### src/verilog/sp_select_pkg.sv
// Shared constants and carriers for the stack pointer select register set
package sp_select_pkg;
  localparam int ADDR_W  = 32;
  localparam int SW_W    = 16;
  localparam int FLAG_W  = 8;
  // Status word bit positions
  localparam int BIT_C   = 0;
  localparam int BIT_V   = 1;
  localparam int BIT_Z   = 2;
  localparam int BIT_N   = 3;
  localparam int BIT_X   = 4;
  localparam int BIT_M   = 12;
  localparam int BIT_S   = 13;
  localparam logic [SW_W-1:0]   SW_RESET   = 16'h2700;
  localparam logic [ADDR_W-1:0] PTR_RESET  = 32'h0000_0000;
  localparam logic [ADDR_W-1:0] PC_RESET   = 32'h0000_0000;
  localparam logic [ADDR_W-1:0] INSN_STEP  = 32'h0000_0002;
  localparam logic [ADDR_W-1:0] LONG_SIZE  = 32'h0000_0004;
  localparam logic [ADDR_W-1:0] WORD_SIZE  = 32'h0000_0002;

  typedef enum logic [2:0] {
    CR_USP = 3'h0,
    CR_ISP = 3'h1,
    CR_MSP = 3'h2,
    CR_SW  = 3'h3,
    CR_VBR = 3'h4,
    CR_SFC = 3'h5,
    CR_DFC = 3'h6,
    CR_CF  = 3'h7
  } ctrl_reg_e;

  typedef enum logic [2:0] {
    OP_NONE   = 3'h0,
    OP_STEP   = 3'h1,
    OP_JUMP   = 3'h2,
    OP_CALL   = 3'h3,
    OP_RETURN = 3'h4,
    OP_EXCEPT = 3'h5
  } pc_op_e;

  typedef struct packed {
    logic            wr;
    ctrl_reg_e       sel;
    logic [ADDR_W-1:0] data;
  } ctrl_wr_s;

  typedef struct packed {
    logic        wr;
    logic [3:0]  nzvc;
    logic        x_wr;
    logic        x;
  } flag_upd_s;

  typedef struct packed {
    logic [ADDR_W-1:0] addr;
    logic [ADDR_W-1:0] data;
    logic              wr;
    logic              valid;
  } stack_req_s;
endpackage : sp_select_pkg

### src/verilog/flag_unit.sv
// Condition flag byte: four result flags and a separate extend flag
`timescale 1ns/1ns
module flag_unit
  import sp_select_pkg::*;
(
  input  wire logic                   sys_clk,   // Processor clock
  input  wire logic                   sys_rst,   // Async reset, high
  input  wire sp_select_pkg::flag_upd_s upd,     // Update from execute
  input  wire logic                   load,      // Whole byte load
  input  wire logic [FLAG_W-1:0]      load_val,  // Byte to load
  output logic [FLAG_W-1:0]           flags      // Current flag byte
);
  import sp_select_pkg::*;

  logic [3:0] result_flags;
  logic       extend_flag;

  // Carry and extend live apart so a compare can leave X intact
  always_ff @(posedge sys_clk or posedge sys_rst) begin
    if (sys_rst) begin
      result_flags <= 4'h0;
    end else if (load) begin
      result_flags <= load_val[BIT_N:BIT_C];
    end else if (upd.wr) begin
      result_flags <= upd.nzvc;
    end
  end

  always_ff @(posedge sys_clk or posedge sys_rst) begin
    if (sys_rst) begin
      extend_flag <= 1'b0;
    end else if (load) begin
      extend_flag <= load_val[BIT_X];
    end else if (upd.x_wr) begin
      extend_flag <= upd.x;
    end
  end

  assign flags = {3'h0, extend_flag, result_flags};

  AST_X_INDEPENDENT: assert property (@(posedge sys_clk) disable iff (sys_rst)
    (upd.wr && !upd.x_wr && !load) |=> flags[BIT_X] == $past(flags[BIT_X]))
    else $error("extend flag moved on a result-only update");
endmodule : flag_unit

### src/verilog/sp_select_regs.sv
// Programming-model register set with stack pointer selection
//
// Notes on behaviour
// - One stack designation maps to user, interrupt and master pointers.
// - With supervisor bit clear the user pointer is active.
// - In user mode, system stack references resolve to the user pointer.
// - Call pushes instruction pointer on active stack; return pops it.
// - Exceptions save pointer and status on a supervisor stack, never user.
// - Instruction pointer holds address of the executing instruction.
// - Instruction pointer advances or loads a new value as operations need.
// - Instruction pointer serves as base for relative addressing.
// - Low four flag bits record the result conditions.
// - Fifth flag bit is the extend operand for multiprecision arithmetic.
// - Carry and extend are separate, independently updated bits.
// - Control features change only through supervisor registers.
// - Interrupt and master pointers are separate 32-bit registers.
// - Status word is 16 bits and contains the flag byte.
// - A supervisor-only 32-bit register holds the vector table base.
// - Two supervisor 32-bit registers hold source and destination space codes.
// - In supervisor mode master bit picks interrupt (0) or master (1).
// - After reset the interrupt pointer is the supervisor pointer.
// - Interrupt exceptions save then clear the master bit.
// - User-visible flag byte is 8 bits, low byte of status word.
`timescale 1ns/1ns
module sp_select_regs
  import sp_select_pkg::*;
(
  input  wire logic                      sys_clk,       // 10 MHz processor clock
  input  wire logic                      sys_rst,       // Async reset, high
  input  wire sp_select_pkg::pc_op_e     pc_op,         // Instruction pointer operation
  input  wire logic [ADDR_W-1:0]         pc_target,     // Jump, call or vector target
  input  wire logic [ADDR_W-1:0]         pop_data,      // Word popped on return
  input  wire logic                      exc_is_irq,    // Exception is an interrupt
  input  wire logic [ADDR_W-1:0]         rel_disp,      // Relative displacement
  input  wire sp_select_pkg::ctrl_wr_s   ctrl_wr,       // Control register write
  input  wire sp_select_pkg::flag_upd_s  flag_upd,      // Flag update from execute
  input  wire logic                      sp_wr,         // Write active stack designation
  input  wire logic [ADDR_W-1:0]         sp_wdata,      // Data for active stack
  output sp_select_pkg::stack_req_s      stack_req,     // Stack memory request
  output logic [ADDR_W-1:0]              active_sp,     // Active stack designation
  output logic [ADDR_W-1:0]              instruction_pointer, // Executing address
  output logic [ADDR_W-1:0]              rel_addr,      // Relative effective address
  output logic [SW_W-1:0]                status_word,   // Full status word
  output logic [ADDR_W-1:0]              vector_table_base, // Vector table base
  output logic [ADDR_W-1:0]              source_space_code, // Source space code
  output logic [ADDR_W-1:0]              dest_space_code,   // Destination space code
  output logic                           priv_violation // Privilege violation pulse
);
  import sp_select_pkg::*;

  typedef enum logic [1:0] {
    SEL_USER = 2'b00,
    SEL_INTR = 2'b01,
    SEL_MSTR = 2'b10
  } sp_sel_e;

  function automatic sp_sel_e pick_sp(input logic s_bit, input logic m_bit);
    if (!s_bit) begin
      return SEL_USER;
    end
    return m_bit ? SEL_MSTR : SEL_INTR;
  endfunction : pick_sp

  logic [ADDR_W-1:0] user_stack_ptr;
  logic [ADDR_W-1:0] interrupt_stack_ptr;
  logic [ADDR_W-1:0] master_stack_ptr;
  logic [SW_W-1:0]   sw_upper;
  logic [FLAG_W-1:0] condition_flags;
  logic [1:0]        exc_phase;

  wire logic       s_bit     = sw_upper[BIT_S];
  wire logic       m_bit     = sw_upper[BIT_M];
  wire sp_sel_e    cur_sel   = pick_sp(s_bit, m_bit);
  wire logic       is_exc    = (pc_op == OP_EXCEPT);
  wire logic       is_call   = (pc_op == OP_CALL);
  wire logic       is_ret    = (pc_op == OP_RETURN);
  // Exception stacking always goes to a supervisor pointer, chosen after the M update
  wire logic       exc_m     = exc_is_irq ? 1'b0 : m_bit;
  wire sp_sel_e    exc_sel   = pick_sp(1'b1, exc_m);
  wire logic [ADDR_W-1:0] cur_sp =
    (cur_sel == SEL_USER) ? user_stack_ptr :
    (cur_sel == SEL_MSTR) ? master_stack_ptr : interrupt_stack_ptr;
  wire logic [ADDR_W-1:0] exc_sp = exc_m ? master_stack_ptr : interrupt_stack_ptr;
  wire logic       ctrl_ok   = ctrl_wr.wr && s_bit;
  wire logic       ctrl_bad  = ctrl_wr.wr && !s_bit && (ctrl_wr.sel != CR_CF);
  wire logic       cf_write  = ctrl_wr.wr && (ctrl_wr.sel == CR_CF);
  wire logic       sw_write  = ctrl_ok && (ctrl_wr.sel == CR_SW);
  wire logic       flag_load = cf_write || sw_write;

  // Stack pointer arithmetic for each kind of access
  wire logic [ADDR_W-1:0] push_addr = cur_sp - LONG_SIZE;
  wire logic [ADDR_W-1:0] pop_next  = cur_sp + LONG_SIZE;
  wire logic [ADDR_W-1:0] exc_pc_at = exc_sp - LONG_SIZE;
  wire logic [ADDR_W-1:0] exc_sw_at = exc_sp - LONG_SIZE - WORD_SIZE;

  flag_unit u_flags (
    .sys_clk  (sys_clk),
    .sys_rst  (sys_rst),
    .upd      (flag_upd),
    .load     (flag_load),
    .load_val (ctrl_wr.data[FLAG_W-1:0]),
    .flags    (condition_flags)
  );

  // User pointer: touched by stacking only while in user mode
  always_ff @(posedge sys_clk or posedge sys_rst) begin
    if (sys_rst) begin
      user_stack_ptr <= PTR_RESET;
    end else if (ctrl_ok && ctrl_wr.sel == CR_USP) begin
      user_stack_ptr <= ctrl_wr.data;
    end else if (cur_sel == SEL_USER && !is_exc) begin
      if (is_call) begin
        user_stack_ptr <= push_addr;
      end else if (is_ret) begin
        user_stack_ptr <= pop_next;
      end else if (sp_wr) begin
        user_stack_ptr <= sp_wdata;
      end
    end
  end

  always_ff @(posedge sys_clk or posedge sys_rst) begin
    if (sys_rst) begin
      interrupt_stack_ptr <= PTR_RESET;
    end else if (is_exc && !exc_m) begin
      interrupt_stack_ptr <= exc_sw_at;
    end else if (ctrl_ok && ctrl_wr.sel == CR_ISP) begin
      interrupt_stack_ptr <= ctrl_wr.data;
    end else if (cur_sel == SEL_INTR && !is_exc) begin
      if (is_call) begin
        interrupt_stack_ptr <= push_addr;
      end else if (is_ret) begin
        interrupt_stack_ptr <= pop_next;
      end else if (sp_wr) begin
        interrupt_stack_ptr <= sp_wdata;
      end
    end
  end

  always_ff @(posedge sys_clk or posedge sys_rst) begin
    if (sys_rst) begin
      master_stack_ptr <= PTR_RESET;
    end else if (is_exc && exc_m) begin
      master_stack_ptr <= exc_sw_at;
    end else if (ctrl_ok && ctrl_wr.sel == CR_MSP) begin
      master_stack_ptr <= ctrl_wr.data;
    end else if (cur_sel == SEL_MSTR && !is_exc) begin
      if (is_call) begin
        master_stack_ptr <= push_addr;
      end else if (is_ret) begin
        master_stack_ptr <= pop_next;
      end else if (sp_wr) begin
        master_stack_ptr <= sp_wdata;
      end
    end
  end

  // Upper status byte; reset leaves S set and M clear so the interrupt pointer is live
  always_ff @(posedge sys_clk or posedge sys_rst) begin
    if (sys_rst) begin
      sw_upper <= SW_RESET;
    end else if (is_exc) begin
      sw_upper[BIT_S] <= 1'b1;
      sw_upper[BIT_M] <= exc_m;
    end else if (sw_write) begin
      sw_upper <= {ctrl_wr.data[SW_W-1:FLAG_W], {FLAG_W{1'b0}}};
    end
  end

  always_ff @(posedge sys_clk or posedge sys_rst) begin
    if (sys_rst) begin
      vector_table_base <= PTR_RESET;
      source_space_code <= PTR_RESET;
      dest_space_code   <= PTR_RESET;
    end else if (ctrl_ok) begin
      if (ctrl_wr.sel == CR_VBR) vector_table_base <= ctrl_wr.data;
      if (ctrl_wr.sel == CR_SFC) source_space_code <= ctrl_wr.data;
      if (ctrl_wr.sel == CR_DFC) dest_space_code   <= ctrl_wr.data;
    end
  end

  // Instruction pointer; exceptions take two cycles to push pointer then status
  always_ff @(posedge sys_clk or posedge sys_rst) begin
    if (sys_rst) begin
      instruction_pointer <= PC_RESET;
    end else begin
      unique case (pc_op)
        OP_NONE:   instruction_pointer <= instruction_pointer;
        OP_STEP:   instruction_pointer <= instruction_pointer + INSN_STEP;
        OP_JUMP:   instruction_pointer <= pc_target;
        OP_CALL:   instruction_pointer <= pc_target;
        OP_RETURN: instruction_pointer <= pop_data;
        OP_EXCEPT: instruction_pointer <= pc_target;
        default:   instruction_pointer <= instruction_pointer;
      endcase
    end
  end

  always_ff @(posedge sys_clk or posedge sys_rst) begin
    if (sys_rst) begin
      stack_req <= '0;
    end else if (is_exc) begin
      stack_req <= '{addr: exc_pc_at, data: instruction_pointer, wr: 1'b1, valid: 1'b1};
    end else if (is_call) begin
      stack_req <= '{addr: push_addr, data: instruction_pointer, wr: 1'b1, valid: 1'b1};
    end else if (is_ret) begin
      stack_req <= '{addr: cur_sp, data: PTR_RESET, wr: 1'b0, valid: 1'b1};
    end else if (exc_phase == 2'h1) begin
      stack_req <= '{addr: interrupt_or_master_sw(), data: {{(ADDR_W-SW_W){1'b0}}, status_word},
                     wr: 1'b1, valid: 1'b1};
    end else begin
      stack_req <= '0;
    end
  end

  function automatic logic [ADDR_W-1:0] interrupt_or_master_sw();
    return m_bit ? master_stack_ptr : interrupt_stack_ptr;
  endfunction : interrupt_or_master_sw

  always_ff @(posedge sys_clk or posedge sys_rst) begin
    if (sys_rst) begin
      exc_phase <= 2'h0;
    end else begin
      exc_phase <= is_exc ? 2'h1 : 2'h0;
    end
  end

  always_ff @(posedge sys_clk or posedge sys_rst) begin
    if (sys_rst) begin
      active_sp      <= PTR_RESET;
      status_word    <= SW_RESET;
      rel_addr       <= PC_RESET;
      priv_violation <= 1'b0;
    end else begin
      active_sp      <= cur_sp;
      status_word    <= {sw_upper[SW_W-1:FLAG_W], condition_flags};
      rel_addr       <= instruction_pointer + rel_disp;
      priv_violation <= ctrl_bad;
    end
  end

  AST_USER_SELECT: assert property (@(posedge sys_clk) disable iff (sys_rst)
    !s_bit |-> cur_sel == SEL_USER)
    else $error("user pointer not active with supervisor bit clear");
  AST_ACTIVE_OUT: assert property (@(posedge sys_clk) disable iff (sys_rst)
    !s_bit |=> active_sp == $past(user_stack_ptr))
    else $error("active pointer output is not the user pointer in user mode");
  AST_SUPER_SELECT: assert property (@(posedge sys_clk) disable iff (sys_rst)
    s_bit |-> cur_sel == (m_bit ? SEL_MSTR : SEL_INTR))
    else $error("wrong supervisor pointer selected");
  AST_CALL_PUSH: assert property (@(posedge sys_clk) disable iff (sys_rst)
    is_call |=> stack_req.valid && stack_req.wr && stack_req.data == $past(instruction_pointer)
               && instruction_pointer == $past(pc_target))
    else $error("call did not push instruction pointer");
  AST_EXC_NO_USER: assert property (@(posedge sys_clk) disable iff (sys_rst)
    is_exc |=> user_stack_ptr == $past(user_stack_ptr) ##1 stack_req.valid && stack_req.wr)
    else $error("exception touched user stack or skipped status push");
  AST_IRQ_CLEARS_M: assert property (@(posedge sys_clk) disable iff (sys_rst)
    (is_exc && exc_is_irq) |=> !m_bit && s_bit)
    else $error("interrupt did not clear master bit");
  AST_STEP: assert property (@(posedge sys_clk) disable iff (sys_rst)
    pc_op == OP_STEP |=> instruction_pointer == $past(instruction_pointer) + INSN_STEP)
    else $error("instruction pointer did not advance");
  AST_PRIV_BLOCK: assert property (@(posedge sys_clk) disable iff (sys_rst)
    ctrl_bad |=> priv_violation && vector_table_base == $past(vector_table_base)
                 && sw_upper == $past(sw_upper))
    else $error("user-mode control write was not refused");
  // The release edge still loads reset values, so start checking one edge later
  AST_REL_ADDR: assert property (@(posedge sys_clk) disable iff (sys_rst)
    !sys_rst |=> rel_addr == $past(instruction_pointer) + $past(rel_disp))
    else $error("relative address wrong");

  AST_RET_POP: assert property (@(posedge sys_clk) disable iff (sys_rst)
    is_ret |=> instruction_pointer == $past(pop_data) && stack_req.valid && !stack_req.wr)
    else $error("return did not restore instruction pointer");

  AST_EXC_PC_FRAME: assert property (@(posedge sys_clk) disable iff (sys_rst)
    is_exc |=> stack_req.addr == $past(exc_sp) - LONG_SIZE && stack_req.data == $past(instruction_pointer))
    else $error("exception frame pointer slot wrong");

  AST_EXC_SW_FRAME: assert property (@(posedge sys_clk) disable iff (sys_rst)
    is_exc |=> ##1 stack_req.valid && stack_req.wr && stack_req.data[SW_W-1:0] == $past(status_word))
    else $error("exception frame status slot wrong");

  AST_MSP_EXC: assert property (@(posedge sys_clk) disable iff (sys_rst)
    (is_exc && exc_m) |=> master_stack_ptr == $past(master_stack_ptr) - LONG_SIZE - WORD_SIZE)
    else $error("master pointer not lowered by exception frame");

  AST_JUMP: assert property (@(posedge sys_clk) disable iff (sys_rst)
    pc_op == OP_JUMP |=> instruction_pointer == $past(pc_target))
    else $error("jump did not load instruction pointer");

  AST_HOLD: assert property (@(posedge sys_clk) disable iff (sys_rst)
    pc_op == OP_NONE |=> instruction_pointer == $past(instruction_pointer))
    else $error("instruction pointer moved while idle");

  AST_SUPER_OUT: assert property (@(posedge sys_clk) disable iff (sys_rst)
    (s_bit && !sys_rst) |=> active_sp == $past(m_bit ? master_stack_ptr : interrupt_stack_ptr))
    else $error("active pointer output is not the chosen supervisor pointer");

  AST_STATUS_OUT: assert property (@(posedge sys_clk) disable iff (sys_rst)
    !sys_rst |=> status_word == {$past(sw_upper[SW_W-1:FLAG_W]), $past(condition_flags)})
    else $error("status word does not hold the flag byte low");

  AST_VBR_WRITE: assert property (@(posedge sys_clk) disable iff (sys_rst)
    (ctrl_ok && ctrl_wr.sel == CR_VBR) |=> vector_table_base == $past(ctrl_wr.data))
    else $error("vector table base write lost");

  AST_SFC_WRITE: assert property (@(posedge sys_clk) disable iff (sys_rst)
    (ctrl_ok && ctrl_wr.sel == CR_SFC) |=> source_space_code == $past(ctrl_wr.data))
    else $error("source space code write lost");

  AST_RESET_INTR: assert property (@(posedge sys_clk) disable iff (sys_rst)
    (!sys_rst && $past(sys_rst)) |-> cur_sel == SEL_INTR)
    else $error("interrupt pointer not selected after reset");

  AST_CF_FREE: assert property (@(posedge sys_clk) disable iff (sys_rst)
    (ctrl_wr.wr && ctrl_wr.sel == CR_CF) |=> !priv_violation)
    else $error("flag byte write flagged as violation");

  COV_CALL_USER: cover property (@(posedge sys_clk) disable iff (sys_rst) is_call && !s_bit);
  COV_IRQ_FROM_MSTR: cover property (@(posedge sys_clk) disable iff (sys_rst) is_exc && exc_is_irq && m_bit);
  COV_PRIV_FAULT: cover property (@(posedge sys_clk) disable iff (sys_rst) ctrl_bad);
  COV_RET_SUPER: cover property (@(posedge sys_clk) disable iff (sys_rst) is_ret && s_bit);
  COV_EXC_MSTR: cover property (@(posedge sys_clk) disable iff (sys_rst) is_exc && !exc_is_irq && m_bit);
endmodule : sp_select_regs

### config.mk
export PLATFORM = sky130hd
export DESIGN_NAME = sp_select_regs
export DESIGN_NICKNAME = d
export VERILOG_FILES = /design/src/verilog/sp_select_pkg.sv /design/src/verilog/flag_unit.sv /design/src/verilog/sp_select_regs.sv
export SDC_FILE = /design/constraint.sdc
export NUM_CORES = 1
export LEC_CHECK = 0
export ABC_CLOCK_PERIOD_IN_PS = 18950
export BUFFER_PORTS_ARGS = -buffer_cell sky130_fd_sc_hd__clkbuf_2
export CAP_MARGIN = 5
export CORE_UTILIZATION = 35
export CTS_CLUSTER_SIZE = 14
export DETAILED_ROUTE_END_ITERATION = 8
export HOLD_SLACK_MARGIN = 0.05
export SLEW_MARGIN = 10
export SYNTH_ARGS = -nofsm -noshare
export SYNTH_HDL_FRONTEND = slang
export SYNTH_SLANG_ARGS = --single-unit
### constraint.sdc
create_clock -name sys_clk -period 18.95 [get_ports sys_clk]
set_input_delay 2.8425 -clock sys_clk [delete_from_list [all_inputs] [get_ports sys_clk]]
set_output_delay 2.8425 -clock sys_clk [all_outputs]
set_load 0.1 [all_outputs]
## Yosys cells after proc, flatten, opt, wreduce, memory -nomap -nowiden

Index checks and enable logic that the tools add are counted.

- $add $sub $neg: 6
- Equality and inequality tests: 16
- Muxes and demuxes: 30
- Bitwise operators: 1
- Reduce and logical (&&, ||, !) cells: 37

Operators by type and width:

| kind | number |
|---|---|
| 2-to-1 mux 32 bit | 15 |
| 2-to-1 mux 66 bit | 4 |
| one-hot mux 32 bit (3 select lines) | 1 |
| subtractor 32 x 3 -> 32 bit, second input constant | 2 |
| adder 32 x 2 -> 32 bit, second input constant | 1 |
| adder 32 x 3 -> 32 bit, second input constant | 1 |
| adder 32 bit | 1 |
| subtractor 32 x 2 -> 32 bit, second input constant | 1 |
| == test 3 bit, second input constant | 6 |
| 2-to-1 mux 14 bit | 1 |
| AND reduction 2 bit | 7 |
| logical AND 1 bit | 13 |
| == test 3 x 2 -> 1 bit, second input constant | 4 |
| nonzero test 5 bit | 2 |
| nonzero test 3 bit | 3 |
| 2-to-1 mux 4 bit | 2 |
| nonzero test 2 bit | 4 |
| == test 3 x 1 -> 1 bit, second input constant | 2 |
| 2-to-1 mux 2 bit | 3 |
| 2-to-1 mux 1 bit | 4 |
| nonzero test 4 bit | 1 |
| zero test 1 bit | 3 |
| zero test 3 bit | 1 |
| != test 3 bit, second input constant | 1 |
| 7 further kinds | 7 |

- Register bits after elaboration: 382
- Input port bits: 178
- Output and inout bits: 275
- Logic and storage cells: 110

## Longest topological paths before layout

- Word-level depth: 11
- Depth in mapped cells: 21
- Mapped depth without buffers: 13

## Cells and area by module

From an unflattened synthesis, not the netlist that was laid out.

- Cell total of the unflattened synthesis: 2306
- Area total of the unflattened synthesis: 21989.8 um2

Modules (own cells, without submodules):

| module | instances | cells an instance | area an instance (um2) | sequential area each (um2) |
|---|---|---|---|---|
| sp_select_regs | 1 | 2278 | 21717.1 | 9519.1 |
| flag_unit | 1 | 28 | 272.8 | 125.1 |

## Least setup slack after synthesis

OpenSTA, ideal clock, no wires.

- Kind: input to register
- Start: in exc_is_irq
- End: reg interrupt_stack_ptr[31]
- Library setup time: 126 ps
- Arrival: 7493 ps
- Data required time: 18824 ps
- Setup slack: 11331 ps
- Stages: 20
- Path buffers: 7
- Path through: nand2b_1 > buf_6 > buf_12 > buf_2 > buf_4 > buf_2 > buf_1 > mux2i_1 > ha_1 > inv_1 > a211oi_4 > nand4b_4 > or4_1 > a222oi_1 > and3_1 > buf_6 > and4b_4 > a41oi_2 > o21a_1 > a221o_1

- Longest elaborated chain between the ends: 5
- Elaborated cells on any way between the ends: 10
- Those cells by class: add/sub (2); mux (3); reduce/logical (5)

RTL lines:

| element | RTL line | source |
|---|---|---|
| start, declared | sp_select_regs.sv:33 | `input wire logic exc_is_irq,` |
| 2-to-1 mux 1 bit * | sp_select_regs.sv:78 | `wire logic exc_m = exc_is_irq ? 1'b0 : m_bit;` |
| 2-to-1 mux 32 bit or zero test 1 bit (tied branches) | sp_select_regs.sv:83, sp_select_regs.sv:125 |  |
| subtractor 32 x 3 -> 32 bit or logical AND 1 bit (tied branches) | sp_select_regs.sv:94, sp_select_regs.sv:125 |  |
| subtractor 32 x 2 -> 32 bit (tied with other cells) | sp_select_regs.sv:94 | `wire logic [ADDR_W-1:0] exc_sw_at = exc_sp - LONG_SIZE - WORD_SIZE;` |
| 2-to-1 mux 32 bit or AND reduction 2 bit (tied branches) | n/a |  |
| end signal, assigned | sp_select_regs.sv:126 | `interrupt_stack_ptr <= exc_sw_at;` |
| end signal, assigned | sp_select_regs.sv:128 | `interrupt_stack_ptr <= ctrl_wr.data;` |
| end signal, assigned | sp_select_regs.sv:131 | `interrupt_stack_ptr <= push_addr;` |
| end, declared | sp_select_regs.sv:65 | `logic [ADDR_W-1:0] interrupt_stack_ptr;` |

Mark *: on every way between the ends. The rest lies on a longest branch, timed or not.
A chain may end at the register's enable or synchronous reset.

## Worst setup path after layout

- Start: in exc_is_irq
- End: reg master_stack_ptr[31]

- Longest elaborated chain between the ends: 5
- Elaborated cells on any way between the ends: 9
- Those cells by class: add/sub (2); mux (3); reduce/logical (4)

RTL lines:

| element | RTL line | source |
|---|---|---|
| 2-to-1 mux 1 bit * | sp_select_regs.sv:78 |  |
| 2-to-1 mux 32 bit | sp_select_regs.sv:83 | `wire logic [ADDR_W-1:0] exc_sp = exc_m ? master_stack_ptr : interrupt_stack_ptr;` |
| subtractor 32 x 3 -> 32 bit | sp_select_regs.sv:94 |  |
| subtractor 32 x 2 -> 32 bit | sp_select_regs.sv:94 |  |
| 2-to-1 mux 32 bit | sp_select_regs.sv:143 | `end else if (is_exc && exc_m) begin` |
| end signal, assigned | sp_select_regs.sv:144 | `master_stack_ptr <= exc_sw_at;` |
| end signal, assigned | sp_select_regs.sv:146 | `master_stack_ptr <= ctrl_wr.data;` |
| end signal, assigned | sp_select_regs.sv:149 | `master_stack_ptr <= push_addr;` |
| end, declared | sp_select_regs.sv:66 | `logic [ADDR_W-1:0] master_stack_ptr;` |

Marks and branches as above.

==> results summary <==
The all-layer global routing usage came out at 27.7%. The flow ran to the end, and the final reports show no timing, DRC or antenna violations. The synthesized instance count is 2246. The commonest register cell after synthesis is sky130_fd_sc_hd__dfrtp_1. The total die area is 63100 um2. The distinct cell type count of the synthesized netlist came out at 104. The clock transition at the registers of the reported paths came out at 60 ps.

The CTS tree is built. The critical path goes through clkbuf_2 > nand2b_4 > mux2i_1 > ha_1 > inv_1 > a211oi_4 > nand4b_4 > nor4b_4 > nand4b_1 > a22oi_1 > nand4b_1 > nor4b_1 > o21ai_1 > a31oi_1. For this run, the number of Yosys warnings is 0. 453 I/O pins were placed. The worst endpoint data arrival time came out at 7820 ps. The number of flops mapped to enable cells by yosys came out at 0. Of all cell types, the one taking the most synthesized area is sky130_fd_sc_hd__dfrtp_1.

The worst setup path is launched from an input pin. Registers are responsible for 27.6% of the overall power. The via count of the first global-routing pass is 19733.

The area added between synthesis and finish came out at 21.3%. The synthesized netlist occupies a cell area of 21800 um2. The clock latency on the worst-skew pair came out at 610 ps. Sequential cells were found to cover 44.0% of the synthesized design area. The hold-fix buffer count after cts is 0. The worst slew slack as a fraction of its limit came out at 15.9%. By count the netlist is led by sky130_fd_sc_hd__dfrtp_1, sky130_fd_sc_hd__nor2_1, sky130_fd_sc_hd__nand2_1, sky130_fd_sc_hd__a21oi_1, sky130_fd_sc_hd__o21ai_0. Counting I/O delays and the setup requirement, the final critical path takes 7280 ps. In this run, post-CTS repair resized a total of 0 instances. The initial antenna violation count is 7. The largest net degree at the start of global routing is 146.

Among all cell types in the netlist, the one instantiated most often is sky130_fd_sc_hd__dfrtp_1. The endpoint kind of the worst setup timing path is a flip-flop. The maximum fanout count along the critical path is 49. By area the synthesized netlist is led by sky130_fd_sc_hd__dfrtp_1, sky130_fd_sc_hd__mux2_2, sky130_fd_sc_hd__xnor2_1, sky130_fd_sc_hd__a21oi_1, sky130_fd_sc_hd__nor2_1.

The post-synthesis async set-or-reset flop share came out at 100%. Of the post-synthesis cell area, the dominant cell type holds 43.0%. The number of DRC markers in iteration 0 is 2142. The number of buffers added for setup after CTS is 0.

The total half-perimeter wirelength after legalization and detailed placement came out at 66500 um. The via count is 20398. The overall routed net length came out at 89200 um. The final count of pins violating max slew came out at 0.

The slowest cell on the critical path is sky130_fd_sc_hd__nand2b_4. The number of nets in the final layout is 2870. Overall power consumption after layout is estimated at 4780 uW. Max-cap violations in this run came to 0.

The worst setup path is of the in -> reg kind. The pin slew with the least headroom to its limit came out at 1260 ps. In this run the deepest clock path goes through 3 buffers. The first-pass GRT wire length is 132000 um. The total grt overflow came out at 0. Setup repair after global routing left no endpoint under its margin. The switching power of the nets came out at 2640 uW. After detailed routing, the average wire length per cell comes to 25.2 um.

The global placer's final weighted congestion came out at 0.957. Net switching is 55.2% of the power. The upper clock frequency limit came out at 0.137 GHz. Cell internal power was estimated by the tool at 2140 uW. The deepest level of the CTS H-tree came out at 2. In the final layout, the share of cells above drive strength 1 is 28.3%.

The buffers plus inverters on the worst setup path is 2. The worst clock skew came out at 38.8 ps. The number of buffer cells added on primary ports is 449. The number of CTS-inserted buffers came out at 46. The slack of the critical path came out at 11670 ps. The mean post-synth cell area is 9.68 um2.

The number of cell rows is 91. The part of the cycle the worst path needs came out at 38.4%. Among cell families on the critical path, the largest total delay comes from simple AND/OR/NAND/NOR gates. Summed over all cells, the static leakage comes to 0.0121 uW. The synthesized design contains 382 register bits. The number of hold-slack violations in the final timing report was 0.

The power density over the cells came out at 181 nW/um2. The number of detailed-route iterations in the first pass came out at 7. The root buffer cell is sky130_fd_sc_hd__clkbuf_16. The tightest min-delay check is of the reg -> reg type.

The clock net in this run drives a total of 382 sinks. After routing, the total negative slack on setup checks comes to 0 ps. The final antenna-violating net count came out at 0. The proportion of power drawn by the clock network came out at 19.1%. The worst setup timing slack at the placement stage came out at 11140 ps. The highest ir drop seen on vdd came out at 0.120 mV. The combinational group share of total power came out at 53.3%.

The required time of the worst setup path is 19480 ps. The DRC violation count after routing came out at 0. The placeable core region came out at 61600 um2. The height of the die is 251 um. Measured along the x axis, the die boundary spans 251 um. Setup violations remaining at the end of the flow were counted as 0.

The largest stage delay on the critical path came out at 700 ps. The initial utilization of the core area, before any placement, comes to 35.3%. The number of vias per cell after detailed routing came out at 5.77. The most numerous cell on the critical path is sky130_fd_sc_hd__nand4b_1.
-- registers in the layout (all words and copies together), names as in the netlist, 8 cells and up --
signal,count
source_space_code,32
stack_req,66
user_stack_ptr,32
interrupt_stack_ptr,32
vector_table_base,32
instruction_pointer,32
active_sp,32
status_word,13
dest_space_code,32
sw_upper,8
rel_addr,32
master_stack_ptr,32
-- power by group through the flow --
stage	Sequential [uW]	Clock [uW]	Combinational, uW
2_1_floorplan	2420	0	830
3_3_place_gp	1320	0	2510
3_5_place_dp	1320	0	2530
4_1_cts	1310	933	2530
5_1_grt	1340	965	2660
6_report	1320	913	2550
-- through the flow --
stage          std cells  instance area, um2  hold WS, ps  util, %
2_1_floorplan       2248               21800          350        -
3_3_place_gp        3443               24800          357     40.3
3_5_place_dp        3443               24800          359     40.3
4_1_cts             3529               26400          359     42.8
5_1_grt             3530               26400          365     42.8
6_report            3535               26400          357     42.8
-- per-layer routing --
layer / global-route usage, % / routed length, um / vias up
met1: 39.0 / 38800 / 10084
met4: 7.54 / 2350 / 4
met5: 0 / 28 / -
li1: - / - / 9092
met2: 41.8 / 39000 / 1094
met3: 7.02 / 9010 / 124
-- area by class of cell --
| type | instances | area, um2 |
|---|---|---|
| sequential | 382 | 9570 |
| antenna | 6 | 15.0 |
| tap | 837 | 1050 |
| inverter | 54 | 210 |
| multi-input combinational | 1682 | 11400 |
| clock inverter | 21 | 238 |
| timing repair buffer | 488 | 2550 |
| fill | 5955 | 35200 |
| clock buffer | 65 | 1320 |
-- worst paths after layout --
kind | from | endpoint | slack [ps] | depth (start not counted)
max | exc_is_irq | master_stack_ptr[31] | 11670 | 14
min | sw_upper[8] | status_word[8] | 360 | 0
max reg2reg | sw_upper[13] | interrupt_stack_ptr[31] | 13400 | 11
min reg2reg | sw_upper[8] | status_word[8] | 360 | 0
max in group asynchronous | sys_rst | active_sp[29] | 14220 | 4
min in group asynchronous | sys_rst | u_flags.result_flags[0] | 2350 | 2
-- kinds of logic (layout without fill, tap and decap cells) --
logic type / count (synthesis) / after routing / share of synthesized area [%]
simple gates: 691 / 691 / 16.0
compound gates: 616 / 616 / 18.7
flops: 382 / 382 / 44.0
mux: 208 / 208 / 10.4
buf+inv: 184 / 628 / 3.70
xor+xnor: 126 / 126 / 5.07
fa+ha+maj: 38 / 38 / 2.22
other cells: 1 / 9 / 0.0172
-- cell usage in the layout, fill, tap and decap left out, drive strengths merged, types with 22 or more instances in the layout --
cell | synthesis | layout
nor4 | 33 | 33
o21ai | 149 | 149
a21o | 22 | 22
a211oi | 34 | 34
xor2 | 32 | 32
buf | 31 | 39
dfrtp | 374 | 374
mux2i | 81 | 81
a21oi | 163 | 163
nor2 | 209 | 209
and2 | 28 | 28
nand3 | 43 | 43
inv | 51 | 52
mux2 | 127 | 127
nand2 | 181 | 181
ha | 37 | 37
xnor2 | 94 | 94
nand4 | 30 | 30
a221o | 23 | 23
a22oi | 44 | 44
clkbuf | 99 | 514
a31oi | 24 | 24
nor3 | 48 | 48
No activity file was read; power rests on OpenSTA's default activity.
